## src/core/dssp_map.svh

```systemverilog
// constants for the processor serial port: slot layout, divider and bit positions
// assumes core_clk_in stands for the crystal input, divided by three for the bit clock
`ifndef DSSP_MAP_SVH
`define DSSP_MAP_SVH
// ==========================================================
// framing
`define DSSP_CLK_DIV        2'd3
`define DSSP_SLOT_BITS      5'd16
`define DSSP_SLOTS          4'd12
`define DSSP_FRAME_BITS     8'd192
`define DSSP_PAD_RESET      8'h00
// ==========================================================
// control word fields
`define DSSP_CW_CLR         15
`define DSSP_CW_VI_LO       8
`define DSSP_CW_ALIVE       7
`define DSSP_CW_RW          6
`define DSSP_CW_IDX_HI      5
// ==========================================================
// status word fields, stream count and buffer depth
`define DSSP_SW_PDN         15
`define DSSP_SW_PNPR        14
`define DSSP_SW_VO_LO       8
`define DSSP_SW_RQ_LO       0
`define DSSP_STREAMS        5
`define DSSP_BUF_WORDS      4
`endif

```

## src/core/dssp_pkg.sv

```systemverilog
// types shared by the processor serial port and its test bench
// no assumptions beyond the map header
package dssp_pkg;
  typedef struct packed {
    logic [15:0] right;
    logic [15:0] left;
  } dssp_pair_t;
  typedef struct packed {
    logic       rd;
    logic [5:0] index;
    logic [7:0] data;
    logic       alive;
  } dssp_access_t;
endpackage : dssp_pkg

```

## src/core/dssp_fifo.sv

```systemverilog
// synchronous fifo with valid/ready on both sides
// single clock, width and depth parameters, depth a power of two
`timescale 1ns/1ps
module dssp_fifo #(
  parameter int W     = 32,
  parameter int DEPTH = 8
) (
  input  wire logic         core_clk_in,
  input  wire logic         nrst_in,
  input  wire logic [W-1:0] wr_data_in,
  input  wire logic         wr_valid_in,
  output logic              wr_ready_out,
  output logic [W-1:0]      rd_data_out,
  output logic              rd_valid_out,
  input  wire logic         rd_ready_in,
  output logic [$clog2(DEPTH):0] level_out
);
  localparam int AW = $clog2(DEPTH);
  logic [W-1:0] mem_q [DEPTH];
  logic [AW:0]  wp_q;
  logic [AW:0]  rp_q;
  logic         push;
  logic         pop;

  assign level_out    = wp_q - rp_q;
  assign wr_ready_out = (level_out != (AW+1)'(DEPTH));
  assign rd_valid_out = (wp_q != rp_q);
  assign rd_data_out  = mem_q[rp_q[AW-1:0]];
  assign push         = wr_valid_in & wr_ready_out;
  assign pop          = rd_valid_out & rd_ready_in;

  always_ff @(posedge core_clk_in or negedge nrst_in) begin
    if (!nrst_in) begin
      wp_q <= '0;
    end else if (push) begin
      wp_q <= wp_q + 1'b1;
    end
  end

  always_ff @(posedge core_clk_in or negedge nrst_in) begin
    if (!nrst_in) begin
      rp_q <= '0;
    end else if (pop) begin
      rp_q <= rp_q + 1'b1;
    end
  end

  // storage holds no reset, contents are only read behind valid
  always_ff @(posedge core_clk_in) begin
    if (push) begin
      mem_q[wp_q[AW-1:0]] <= wr_data_in;
    end
  end
endmodule : dssp_fifo

```

## src/core/dssp_port.sv

```systemverilog
// processor serial port: master framing, slot shifting, intercept path
// core_clk_in is the crystal; codec samples arrive as pairs, substitute pairs leave with valid/ready
`timescale 1ns/1ps
`include "dssp_map.svh"
module dssp_port #(
  parameter int NS = `DSSP_STREAMS
) (
  input  wire logic                 core_clk_in,
  input  wire logic                 nrst_in,
  // link
  input  wire logic                 serial_in_line_in,
  output logic                      serial_out_line_out,
  output logic                      frame_sync_line_out,
  output logic                      bit_clock_out,
  // configuration
  input  wire logic [NS-1:0]        intercept_en_in,
  input  wire logic [7:0]           frame_pad_in,
  input  wire logic [1:0]           status_flags_in,
  // streams as observed, one pair each
  input  wire dssp_pkg::dssp_pair_t mon_pair_in [NS],
  // substitute samples toward the converters, stream 0 only is buffered
  output dssp_pkg::dssp_pair_t      sub_pair_out,
  output logic                      sub_valid_out,
  input  wire logic                 sub_ready_in,
  output logic [NS-1:0]             sub_flag_out,
  // indirect access from the control word, one per frame
  output dssp_pkg::dssp_access_t    access_out,
  output logic                      access_stb_out,
  input  wire logic [15:0]          access_rdata_in
);
  typedef enum logic [1:0] {ST_ACTIVE, ST_PAD} dssp_state_t;

  // ==========================================================
  // bit clock divider
  logic [1:0] div_q;
  logic       rise_en;
  logic       fall_en;
  always_ff @(posedge core_clk_in or negedge nrst_in) begin
    if (!nrst_in) begin
      div_q <= 2'd0;
    end else begin
      div_q <= (div_q == `DSSP_CLK_DIV - 2'd1) ? 2'd0 : div_q + 2'd1;
    end
  end
  assign rise_en = (div_q == 2'd0);
  assign fall_en = (div_q == 2'd1);
  always_ff @(posedge core_clk_in or negedge nrst_in) begin
    if (!nrst_in) begin
      bit_clock_out <= 1'b0;
    end else if (rise_en) begin
      bit_clock_out <= 1'b1;
    end else if (fall_en) begin
      bit_clock_out <= 1'b0;
    end
  end

  // ==========================================================
  // frame counters
  dssp_state_t state_q;
  logic [7:0]  bit_q;
  logic [7:0]  pad_q;
  logic [3:0]  slot;
  logic [3:0]  bpos;
  logic        last_act;
  assign slot     = bit_q[7:4];
  assign bpos     = bit_q[3:0];
  assign last_act = (bit_q == `DSSP_FRAME_BITS - 8'd1);
  always_ff @(posedge core_clk_in or negedge nrst_in) begin
    if (!nrst_in) begin
      state_q <= ST_ACTIVE;
      bit_q   <= 8'h00;
      pad_q   <= `DSSP_PAD_RESET;
    end else if (rise_en) begin
      case (state_q)
        ST_ACTIVE: begin
          bit_q <= bit_q + 8'd1;
          if (last_act) begin
            bit_q <= 8'h00;
            pad_q <= frame_pad_in;
            if (frame_pad_in != 8'h00) begin
              state_q <= ST_PAD;
            end
          end
        end
        ST_PAD: begin
          pad_q <= pad_q - 8'd1;
          if (pad_q == 8'd1) begin
            state_q <= ST_ACTIVE;
          end
        end
        default: state_q <= ST_ACTIVE;
      endcase
    end
  end
  logic sync_next;
  assign sync_next = (state_q == ST_ACTIVE) ? last_act && frame_pad_in == 8'h00
                                            : pad_q == 8'd1;
  always_ff @(posedge core_clk_in or negedge nrst_in) begin
    if (!nrst_in) begin
      frame_sync_line_out <= 1'b1;
    end else if (rise_en) begin
      frame_sync_line_out <= sync_next;
    end
  end

  // ==========================================================
  // outbound words
  function automatic logic [15:0] pick(input int s, input dssp_pkg::dssp_pair_t p);
    pick = s[0] ? p.left : p.right;
  endfunction : pick
  logic [NS-1:0] req;
  logic [NS-1:0] req_prev_q;
  logic [NS-1:0] req_shown_q;
  logic [NS-1:0] vo_q;
  logic [3:0]    level;
  logic [15:0]   status_word;
  logic [15:0]   tx_word;
  genvar g;
  generate
    for (g = 1; g < NS; g++) begin : g_req
      assign req[g] = intercept_en_in[g];
    end
  endgenerate
  assign req[0] = intercept_en_in[0] && (level < 4'(`DSSP_BUF_WORDS));
  always_comb begin
    status_word = 16'h0000;
    status_word[`DSSP_SW_PDN:`DSSP_SW_PNPR] = status_flags_in;
    status_word[`DSSP_SW_VO_LO +: NS] = vo_q;
    status_word[`DSSP_SW_RQ_LO +: NS] = req;
  end
  always_comb begin
    tx_word = status_word;
    if (slot == 4'd1) begin
      tx_word = access_rdata_in;
    end else if (slot >= 4'd2) begin
      tx_word = pick(int'(slot), mon_pair_in[(11 - int'(slot)) / 2]);
    end
  end
  always_ff @(posedge core_clk_in or negedge nrst_in) begin
    if (!nrst_in) begin
      vo_q <= '0;
    end else if (rise_en && bit_q == 8'h00 && state_q == ST_ACTIVE) begin
      vo_q <= {NS{1'b1}};
    end
  end
  always_ff @(posedge core_clk_in or negedge nrst_in) begin
    if (!nrst_in) begin
      serial_out_line_out <= 1'b0;
    end else if (rise_en) begin
      serial_out_line_out <= (state_q == ST_ACTIVE) ? tx_word[4'd15 - bpos] : 1'b0;
    end
  end

  // ==========================================================
  // inbound shifting on the falling edge
  logic [15:0] rx_q;
  logic [15:0] ctl_q;
  logic [15:0] sub_r_q;
  logic [7:0]  rx_bit_q;
  logic        rx_act_q;
  logic [3:0]  rx_slot;
  logic        word_done;
  // the bit counter has moved on by the falling edge, so keep the
  // index of the bit the far side launched on the rising edge
  always_ff @(posedge core_clk_in or negedge nrst_in) begin
    if (!nrst_in) begin
      rx_bit_q <= 8'h00;
      rx_act_q <= 1'b0;
    end else if (rise_en) begin
      rx_bit_q <= bit_q;
      rx_act_q <= (state_q == ST_ACTIVE);
    end
  end
  assign rx_slot   = rx_bit_q[7:4];
  assign word_done = fall_en && rx_act_q && rx_bit_q[3:0] == 4'd15;
  always_ff @(posedge core_clk_in or negedge nrst_in) begin
    if (!nrst_in) begin
      rx_q <= 16'h0000;
    end else if (fall_en && rx_act_q) begin
      rx_q <= {rx_q[14:0], serial_in_line_in};
    end
  end
  logic [15:0] rx_word;
  assign rx_word = {rx_q[14:0], serial_in_line_in};
  always_ff @(posedge core_clk_in or negedge nrst_in) begin
    if (!nrst_in) begin
      ctl_q      <= 16'h0000;
      access_stb_out <= 1'b0;
      access_out <= '0;
    end else begin
      access_stb_out <= 1'b0;
      if (word_done && rx_slot == 4'd0) begin
        ctl_q <= rx_word;
      end
      if (word_done && rx_slot == 4'd1) begin
        access_stb_out   <= 1'b1;
        access_out.rd    <= ctl_q[`DSSP_CW_RW];
        access_out.index <= ctl_q[`DSSP_CW_IDX_HI:0];
        access_out.data  <= rx_word[7:0];
        access_out.alive <= ctl_q[`DSSP_CW_ALIVE];
      end
    end
  end
  // requests shown in this frame's status, and in the frame before it;
  // substitutions are only taken against the earlier one
  always_ff @(posedge core_clk_in or negedge nrst_in) begin
    if (!nrst_in) begin
      req_shown_q <= '0;
      req_prev_q  <= '0;
    end else if (rise_en && bit_q == 8'h00 && state_q == ST_ACTIVE) begin
      req_shown_q <= req;
      req_prev_q  <= req_shown_q;
    end
  end

  // ==========================================================
  // substitution for the last stream pair, slots 10 and 11
  logic fifo_ready;
  logic push;
  logic [$clog2(8):0] lvl;
  assign level = 4'(lvl);
  assign push  = word_done && rx_slot == 4'd11 && intercept_en_in[0] && req_prev_q[0]
                 && ctl_q[`DSSP_CW_VI_LO];
  always_ff @(posedge core_clk_in or negedge nrst_in) begin
    if (!nrst_in) begin
      sub_r_q <= 16'h0000;
    end else if (word_done && rx_slot == 4'd10) begin
      sub_r_q <= rx_word;
    end
  end
  dssp_fifo #(.W(32), .DEPTH(8)) u_fifo (
    .core_clk_in (core_clk_in),
    .nrst_in     (nrst_in),
    .wr_data_in  ({sub_r_q, rx_word}),
    .wr_valid_in (push),
    .wr_ready_out(fifo_ready),
    .rd_data_out (sub_pair_out),
    .rd_valid_out(sub_valid_out),
    .rd_ready_in (sub_ready_in),
    .level_out   (lvl)
  );
  always_ff @(posedge core_clk_in or negedge nrst_in) begin
    if (!nrst_in) begin
      sub_flag_out <= '0;
    end else begin
      sub_flag_out <= intercept_en_in & {NS{fifo_ready}};
    end
  end
endmodule : dssp_port

```

## config.mk

```make
export PLATFORM = sky130hd
export DESIGN_NAME = dssp_port
export DESIGN_NICKNAME = d
export VERILOG_FILES = /design/src/core/dssp_pkg.sv /design/src/core/dssp_fifo.sv /design/src/core/dssp_port.sv
export VERILOG_INCLUDE_DIRS = /design/src /design/src/core
export SDC_FILE = /design/constraint.sdc
export NUM_CORES = 1
export LEC_CHECK = 0
export BUFFER_PORTS_ARGS = -buffer_cell sky130_fd_sc_hd__buf_2
export CAP_MARGIN = 20
export CORE_MARGIN = 3
export CORE_UTILIZATION = 57
export CTS_CLUSTER_DIAMETER = 60
export DETAILED_ROUTE_END_ITERATION = 10
export PLACE_DENSITY = 0.8
export SLEW_MARGIN = 10
export SYNTH_ARGS = -nofsm -noshare
export SYNTH_HDL_FRONTEND = slang
export SYNTH_SLANG_ARGS = --single-unit
```

## constraint.sdc

```tcl
create_clock -name core_clk_in -period 7 [get_ports core_clk_in]
set_input_delay 0 -clock core_clk_in [delete_from_list [all_inputs] [get_ports core_clk_in]]
set_output_delay 0 -clock core_clk_in [all_outputs]
set_load 0.05 [all_outputs]
```

* Word level (Yosys, flattened, before mapping)
Memories as Yosys holds them, arrays and structs flattened. Cells that the tools add are included.
Word-level totals: memory bits (writable) 256, register bits 105, memories kept 1
Cells by class: $add $sub $neg 9, reduce and logical (&&, ||, !) cells 24, bitwise gates (word level) 5, mux-type cells 23, eq/ne operators 15, $lt $le $gt $ge 4
Memory list:
- u_fifo.mem_q | words 8, bits a word 32, read ports 1, clocked after Yosys merged registers in 0, wr ports 1, RTL line dssp_fifo.sv:19 | logic [W-1:0] mem_q [DEPTH];
Operators by type and width (number):
- binary-select mux 32 bit (select 3 bit) | 1
- 2-to-1 mux 32 bit | 2
- 2-to-1 mux 16 bit | 3
- adder 32 x 1 -> 32 bit | 1
- greater-or-equal comparator 32 x 4 -> 1 bit, second input constant | 1
- inverter 32 bit | 1
- logical NOT 8 bit | 2
- 2-to-1 mux 8 bit | 2
- case mux 8 bit (2 select lines) | 1
- logical AND 1 bit | 13
- equality test 4 bit, second input constant | 3
- adder 4 x 1 -> 4 bit, second input constant | 2
- adder 8 x 1 -> 8 bit, second input constant | 1
- equality test 4 x 1 -> 1 bit, second input constant | 2
- equality test 8 x 1 -> 1 bit, second input constant | 1
- equality test 8 bit, second input constant | 1
- 2-to-1 mux 1 bit | 8
- 2-to-1 mux 2 bit | 4
- nonzero test 8 bit | 1
- subtractor 8 x 1 -> 8 bit, second input constant | 1
- inequality test 2 bit, second input constant | 3
- AND 5 bit | 1
- less-than comparator 4 x 5 -> 1 bit, second input constant | 1
- subtractor 4 x 4 -> 5 bit, first input constant | 1
- 18 further kinds | 23

* Depth between registers and ports, before layout
word-level depth 13, gate-level depth with buffers 16, depth with buffers taken out 11

* Cells and area by module
Synthesis repeated with hierarchy kept, for this count alone.
Second synthesis, totals: cells, all modules 1062, area, all modules 15959.1 µm²
By module, submodules not included:
- dssp_fifo | area an instance 10222.3 µm², cells each 500, seq. area each 7887.6 µm², times used 1
- dssp_port | area an instance 5736.8 µm², cells each 562, seq. area each 2403.6 µm², times used 1

* Worst setup path before layout
OpenSTA, ideal clock, no wires.
path kind register to register, start register u_fifo.rp_q[1], end memory u_fifo.mem_q[0][0], enable pin, stages on the path, launching flop included 12, period minus slack after synthesis 5.198 ns, path buffers 2, setup slack 1.802 ns, arrival 4.737 ns, path through dfrtp_1 buf_1 buf_1 inv_1 ha_1 nor2b_1 o21a_1 or3_1 and2_1 a21oi_1 nand3b_1 nor3_1
Between the ends: cells in the longest elaborated chain, start to end 5
Ends and longest elaborated chain:
- start, declared | RTL line dssp_fifo.sv:21 | logic [AW:0] rp_q;
- start signal, assigned | RTL line dssp_fifo.sv:44 | rp_q <= rp_q + 1'b1;
- subtractor 4 bit | RTL line dssp_fifo.sv:25 | assign level_out = wp_q - rp_q;
- inequality test 4 bit | RTL line dssp_fifo.sv:26 | assign wr_ready_out = (level_out != (AW+1)'(DEPTH));
- AND 1 bit | RTL line dssp_fifo.sv:29 | assign push = wr_valid_in & wr_ready_out;
- 2-to-1 mux 1 bit | RTL line dssp_fifo.sv:50 | if (push) begin
- 2-to-1 mux 1 bit (not written as such) | RTL line dssp_fifo.sv:51 | mem_q[wp_q[AW-1:0]] <= wr_data_in;
- end, declared | RTL line dssp_fifo.sv:19
No other way between the ends.

* Final worst setup path
start register u_fifo.rp_q[0], end memory u_fifo.mem_q[5][22], enable pin
Same word-level chain as after synthesis.

==> summary.md <==
| Metric | Value |
|---|---|
| Fin nets | `1514` |
| Post-synthesis xor/xnor area fraction | `0.876%` |
| RSZ-0062 raised after global routing | `false` |
| Distinct cells, synth | `64` |
| Global-route wire length before repair | `60600 um` |
| Final Setup Violations | `0` |
| Synth Area in Compound Gates | `3.91%` |
| Design area | `18900 um^2` |
| Syn Inst Count | `1033` |
| Cell taking the most area after synthesis | `edfxtp_1` |
| Final WL | `38400 um` |
| Slew margin rel. | `29.9%` |
| Post-layout util | `69.5%` |
| Fin crit share | `57.6%` |
| Multiplexer share of the synthesized area | `18.5%` |
| Post-synth EDFFs | `256` |
| Site row count | `60` |
| Sw Ratio | `29.3%` |
| 1st-iter DRT viols | `878` |
| Post-synth top area share | `48.5%` |
| Worst EP required | `7.19 ns` |
| Slowest-stage cell, CP | `nor2_2` |
| Via count | `10173` |
| Share of flip-flops with an asynchronous set or reset | `28.9%` |
| Htree depth | `2` |
| Clk pwr share | `34.9%` |
| Pre-CTS setup slack | `3.00 ns` |
| Top post-synthesis cells by area | `edfxtp_1 (48%), dfrtp_1 (16%), mux4_2 (13%)` |
| Clock-pin slew on the worst setup and hold paths | `0.06 ns` |
| Outcome | `complete, no violations` |
| Overall die area | `29900 um^2` |
| Detailed placement HPWL | `24700 um` |
| Final min period | `4.03 ns` |
| Routability Congestion | `0.882` |
| Root buffer cell | `clkbuf_16` |
| Synth top cells by count | `edfxtp_1 (256), nand2_1 (181), dfrtp_1 (103)` |
| Post-place instance area | `17500 um^2` |
| Chip width | `173 um` |
| DRC Markers | `0` |
| Worst setup EP type | `flop` |
| Core ar. | `27200 um^2` |
| Post-Syn Area | `15900 um^2` |
| Clock skew | `0.0255 ns` |
| Clk buf depth | `3` |
| Syn Nets | `1243` |
| Prevailing post-synth register cell | `edfxtp_1` |
| Max-slew violations | `0` |
| Gate power share | `21.7%` |
| CTS tree | `built` |
| PortBufs | `252` |
| Leak | `7.80 nW` |
| Yosys reg bits | `360` |
| Crit path kind | `flop to flop` |
| Clock sinks | `360` |
| Fraction of layout cells with a size suffix above 1 | `36.3%` |
| Worst setup SP type | `flop` |
| Power density over the cells | `292 nW/um^2` |
| Cts repair resizes | `0` |
| Int Pwr | `3.89 mW` |
| Top-count cell post-synth | `edfxtp_1` |
| Post-DRT Antenna Nets | `0` |
| P_sw | `1.61 mW` |
| Total CTS buffers | `36` |
| Vias per inst | `5.97` |
| N_diodes | `0` |
| Area Growth Syn to Fin | `19.1%` |
| Crit Path Max Fanout | `34` |
| Synth Area per Inst | `15.3 um^2` |
| Wirelength per Cell | `22.5 um` |
| Initial antenna violation count | `0` |
| F_max | `248 MHz` |
| Initial Util | `58.3%` |
| Worst VDD drop | `0.000176 V` |
| Seq pwr share | `43.4%` |
| Clk_lat worst skew | `0.52 ns` |
| Adder-cell share of the synthesized area | `1.23%` |
| DIE HEIGHT | `173 um` |
| Setup_tns | `0 ns` |
| Measured slew at the worst slew-check pin | `1.05 ns` |
| Vias in the first global route | `10888` |
| IO Count | `253` |
| Largest family of logic cells by synthesized area | `multiplexers` |
| Post-Synth Simple-Gate Area | `8.61%` |
| Largest stage delay, worst path | `0.91 ns` |
| Fin. Hold Viols | `0` |
| Crit path DAT | `4.23 ns` |
| Cell Chain, Critical Path | `ha_1, fa_1, xor2_1, and3_1, nand3_1, nand4_1, nor2_2, buf_4` |
| Max-cap violations | `0` |
| Syn. warnings | `0` |
| Detailed Routing Iterations Pass 1 | `6` |
| Seq/Total Area, Yosys | `64.9%` |
| Largest net degree at the start of global routing | `71` |
| Fin worst setup slack | `2.97 ns` |
| Gr usage total | `26.0%` |
| Grt ovf | `0` |
| Min-delay worst type | `input port to async pin` |
flip-flops by register name, indices dropped and copies added (netlist names):
signal and count:
u_fifo.mem_q 256, access_out 16, sub_r_q 16, rx_q 15, ctl_q 9, bit_q 8, pad_q 8, rx_bit_q 8
sub_flag_out 5, u_fifo.rp_q 4, u_fifo.wp_q 4, div_q 2, access_stb_out 1, bit_clock_out 1, frame_sync_line_out 1, req_prev_q 1
req_shown_q 1, rx_act_q 1, serial_out_line_out 1, state_q 1, vo_q 1
worst max-delay path, delay by kind of cell, from the launching register on:
family,cells,cell delay [ns]
buffers and inverters,1,0.44
XOR/XNOR,1,0.17
adder cells (fa/ha/maj),2,0.74
AND/OR/NAND/NOR,4,1.61
flip-flops,1,0.73
path summary, 6_finish.rpt:
path | startpoint | end | slack (ns) | cells after the start
min | nrst_in | access_out[5] | 0.05 | 2
max in group asynchronous | nrst_in | u_fifo.rp_q[0] | 5.65 | 3
max reg2reg | u_fifo.rp_q[0] | u_fifo.mem_q[5][22] | 2.97 | 8
max | u_fifo.rp_q[0] | u_fifo.mem_q[5][22] | 2.97 | 8
min in group core_clk_in | access_rdata_in[9] | serial_out_line_out | 0.25 | 6
min reg2reg | access_out[6] | access_out[6] | 0.47 | 2
area by class of cell:
| class | instances | area, um^2 |
|---|---|---|
| flip-flops and latches | 360 | 10300 |
| inverters | 14 | 52.6 |
| clock inverters | 19 | 204 |
| clock buffers | 47 | 983 |
| repair buffers | 288 | 1590 |
| fillers | 1816 | 8300 |
| multi-input cells | 604 | 5290 |
| well taps | 372 | 465 |
metal layers:
layer	up-vias	global-route usage [%]	share of wire, %
met3	68	4.17	6.6
met5	-	0	0
met2	433	44.9	51
li1	4512	-	-
met1	5160	34.4	39
met4	0	8.11	2.6
cell families (layout without fill, tap and decap cells):
family                     after synthesis  in the layout
and+or+nand+nor                        308            308
DFF                                    360            360
buffers and inverters                   69            368
xor gates and xnor gates                15             15
muxes                                  168            168
AOI/OAI and AO/OA                       98             98
adders and majority gates               15             15
stage by stage:
stage / total power, mW / cells / hold WS (ns)
after floorplan: 3.29 / 1033 / -0.296
after global placement: 3.61 / 1618 / 0.0371
after detailed placement: 3.63 / 1620 / 0.0452
after CTS: 5.55 / 1703 / 0.0436
after global routing: 5.71 / 1704 / 0.105
final: 5.51 / 1704 / 0.0509
power by group through the flow:
stage / Combinational [mW] / Sequential, mW / Clock [mW]
2_1_floorplan: 0.903 / 2.39 / 0
3_3_place_gp: 1.18 / 2.43 / 0
3_5_place_dp: 1.20 / 2.44 / 0
4_1_cts: 1.21 / 2.39 / 1.95
5_1_grt: 1.28 / 2.40 / 2.03
6_report: 1.20 / 2.39 / 1.92
cells in the final DEF, fill, tap and decap left out, types with 4 or more instances in the layout:
cell type | synthesis | layout
nand3_1 | 29 | 29
dlygate4sd3_1 | 0 | 17
nor4_1 | 6 | 6
nand4_1 | 11 | 11
o21ai_0 | 27 | 27
a31oi_1 | 7 | 7
a21oi_1 | 20 | 20
edfxtp_1 | 256 | 256
nor2_2 | 1 | 7
buf_4 | 2 | 19
nor2_1 | 36 | 30
nand2b_1 | 5 | 5
ha_1 | 14 | 13
and2_1 | 5 | 5
o22ai_1 | 6 | 6
clkbuf_16 | 0 | 37
clkinv_1 | 2 | 9
mux2i_1 | 21 | 21
a211oi_1 | 4 | 4
o211ai_1 | 5 | 5
or3_1 | 4 | 4
clkinv_2 | 0 | 4
bufinv_16 | 0 | 4
nand2_1 | 181 | 181
buf_2 | 20 | 251
nor2b_1 | 6 | 6
xor2_1 | 5 | 5
o2111ai_1 | 4 | 4
mux2_2 | 50 | 50
clkbuf_1 | 20 | 8
xnor2_1 | 9 | 9
nor3_1 | 10 | 8
mux4_2 | 94 | 94
dfrtp_1 | 103 | 100
inv_1 | 12 | 12
repair_timing:
action / in CTS / in global routing
hold endpoints to repair: 75 / 0
setup buffers: 0 / 0
hold buffers: 17 / 0
No activity file was read; power rests on OpenSTA's default activity.
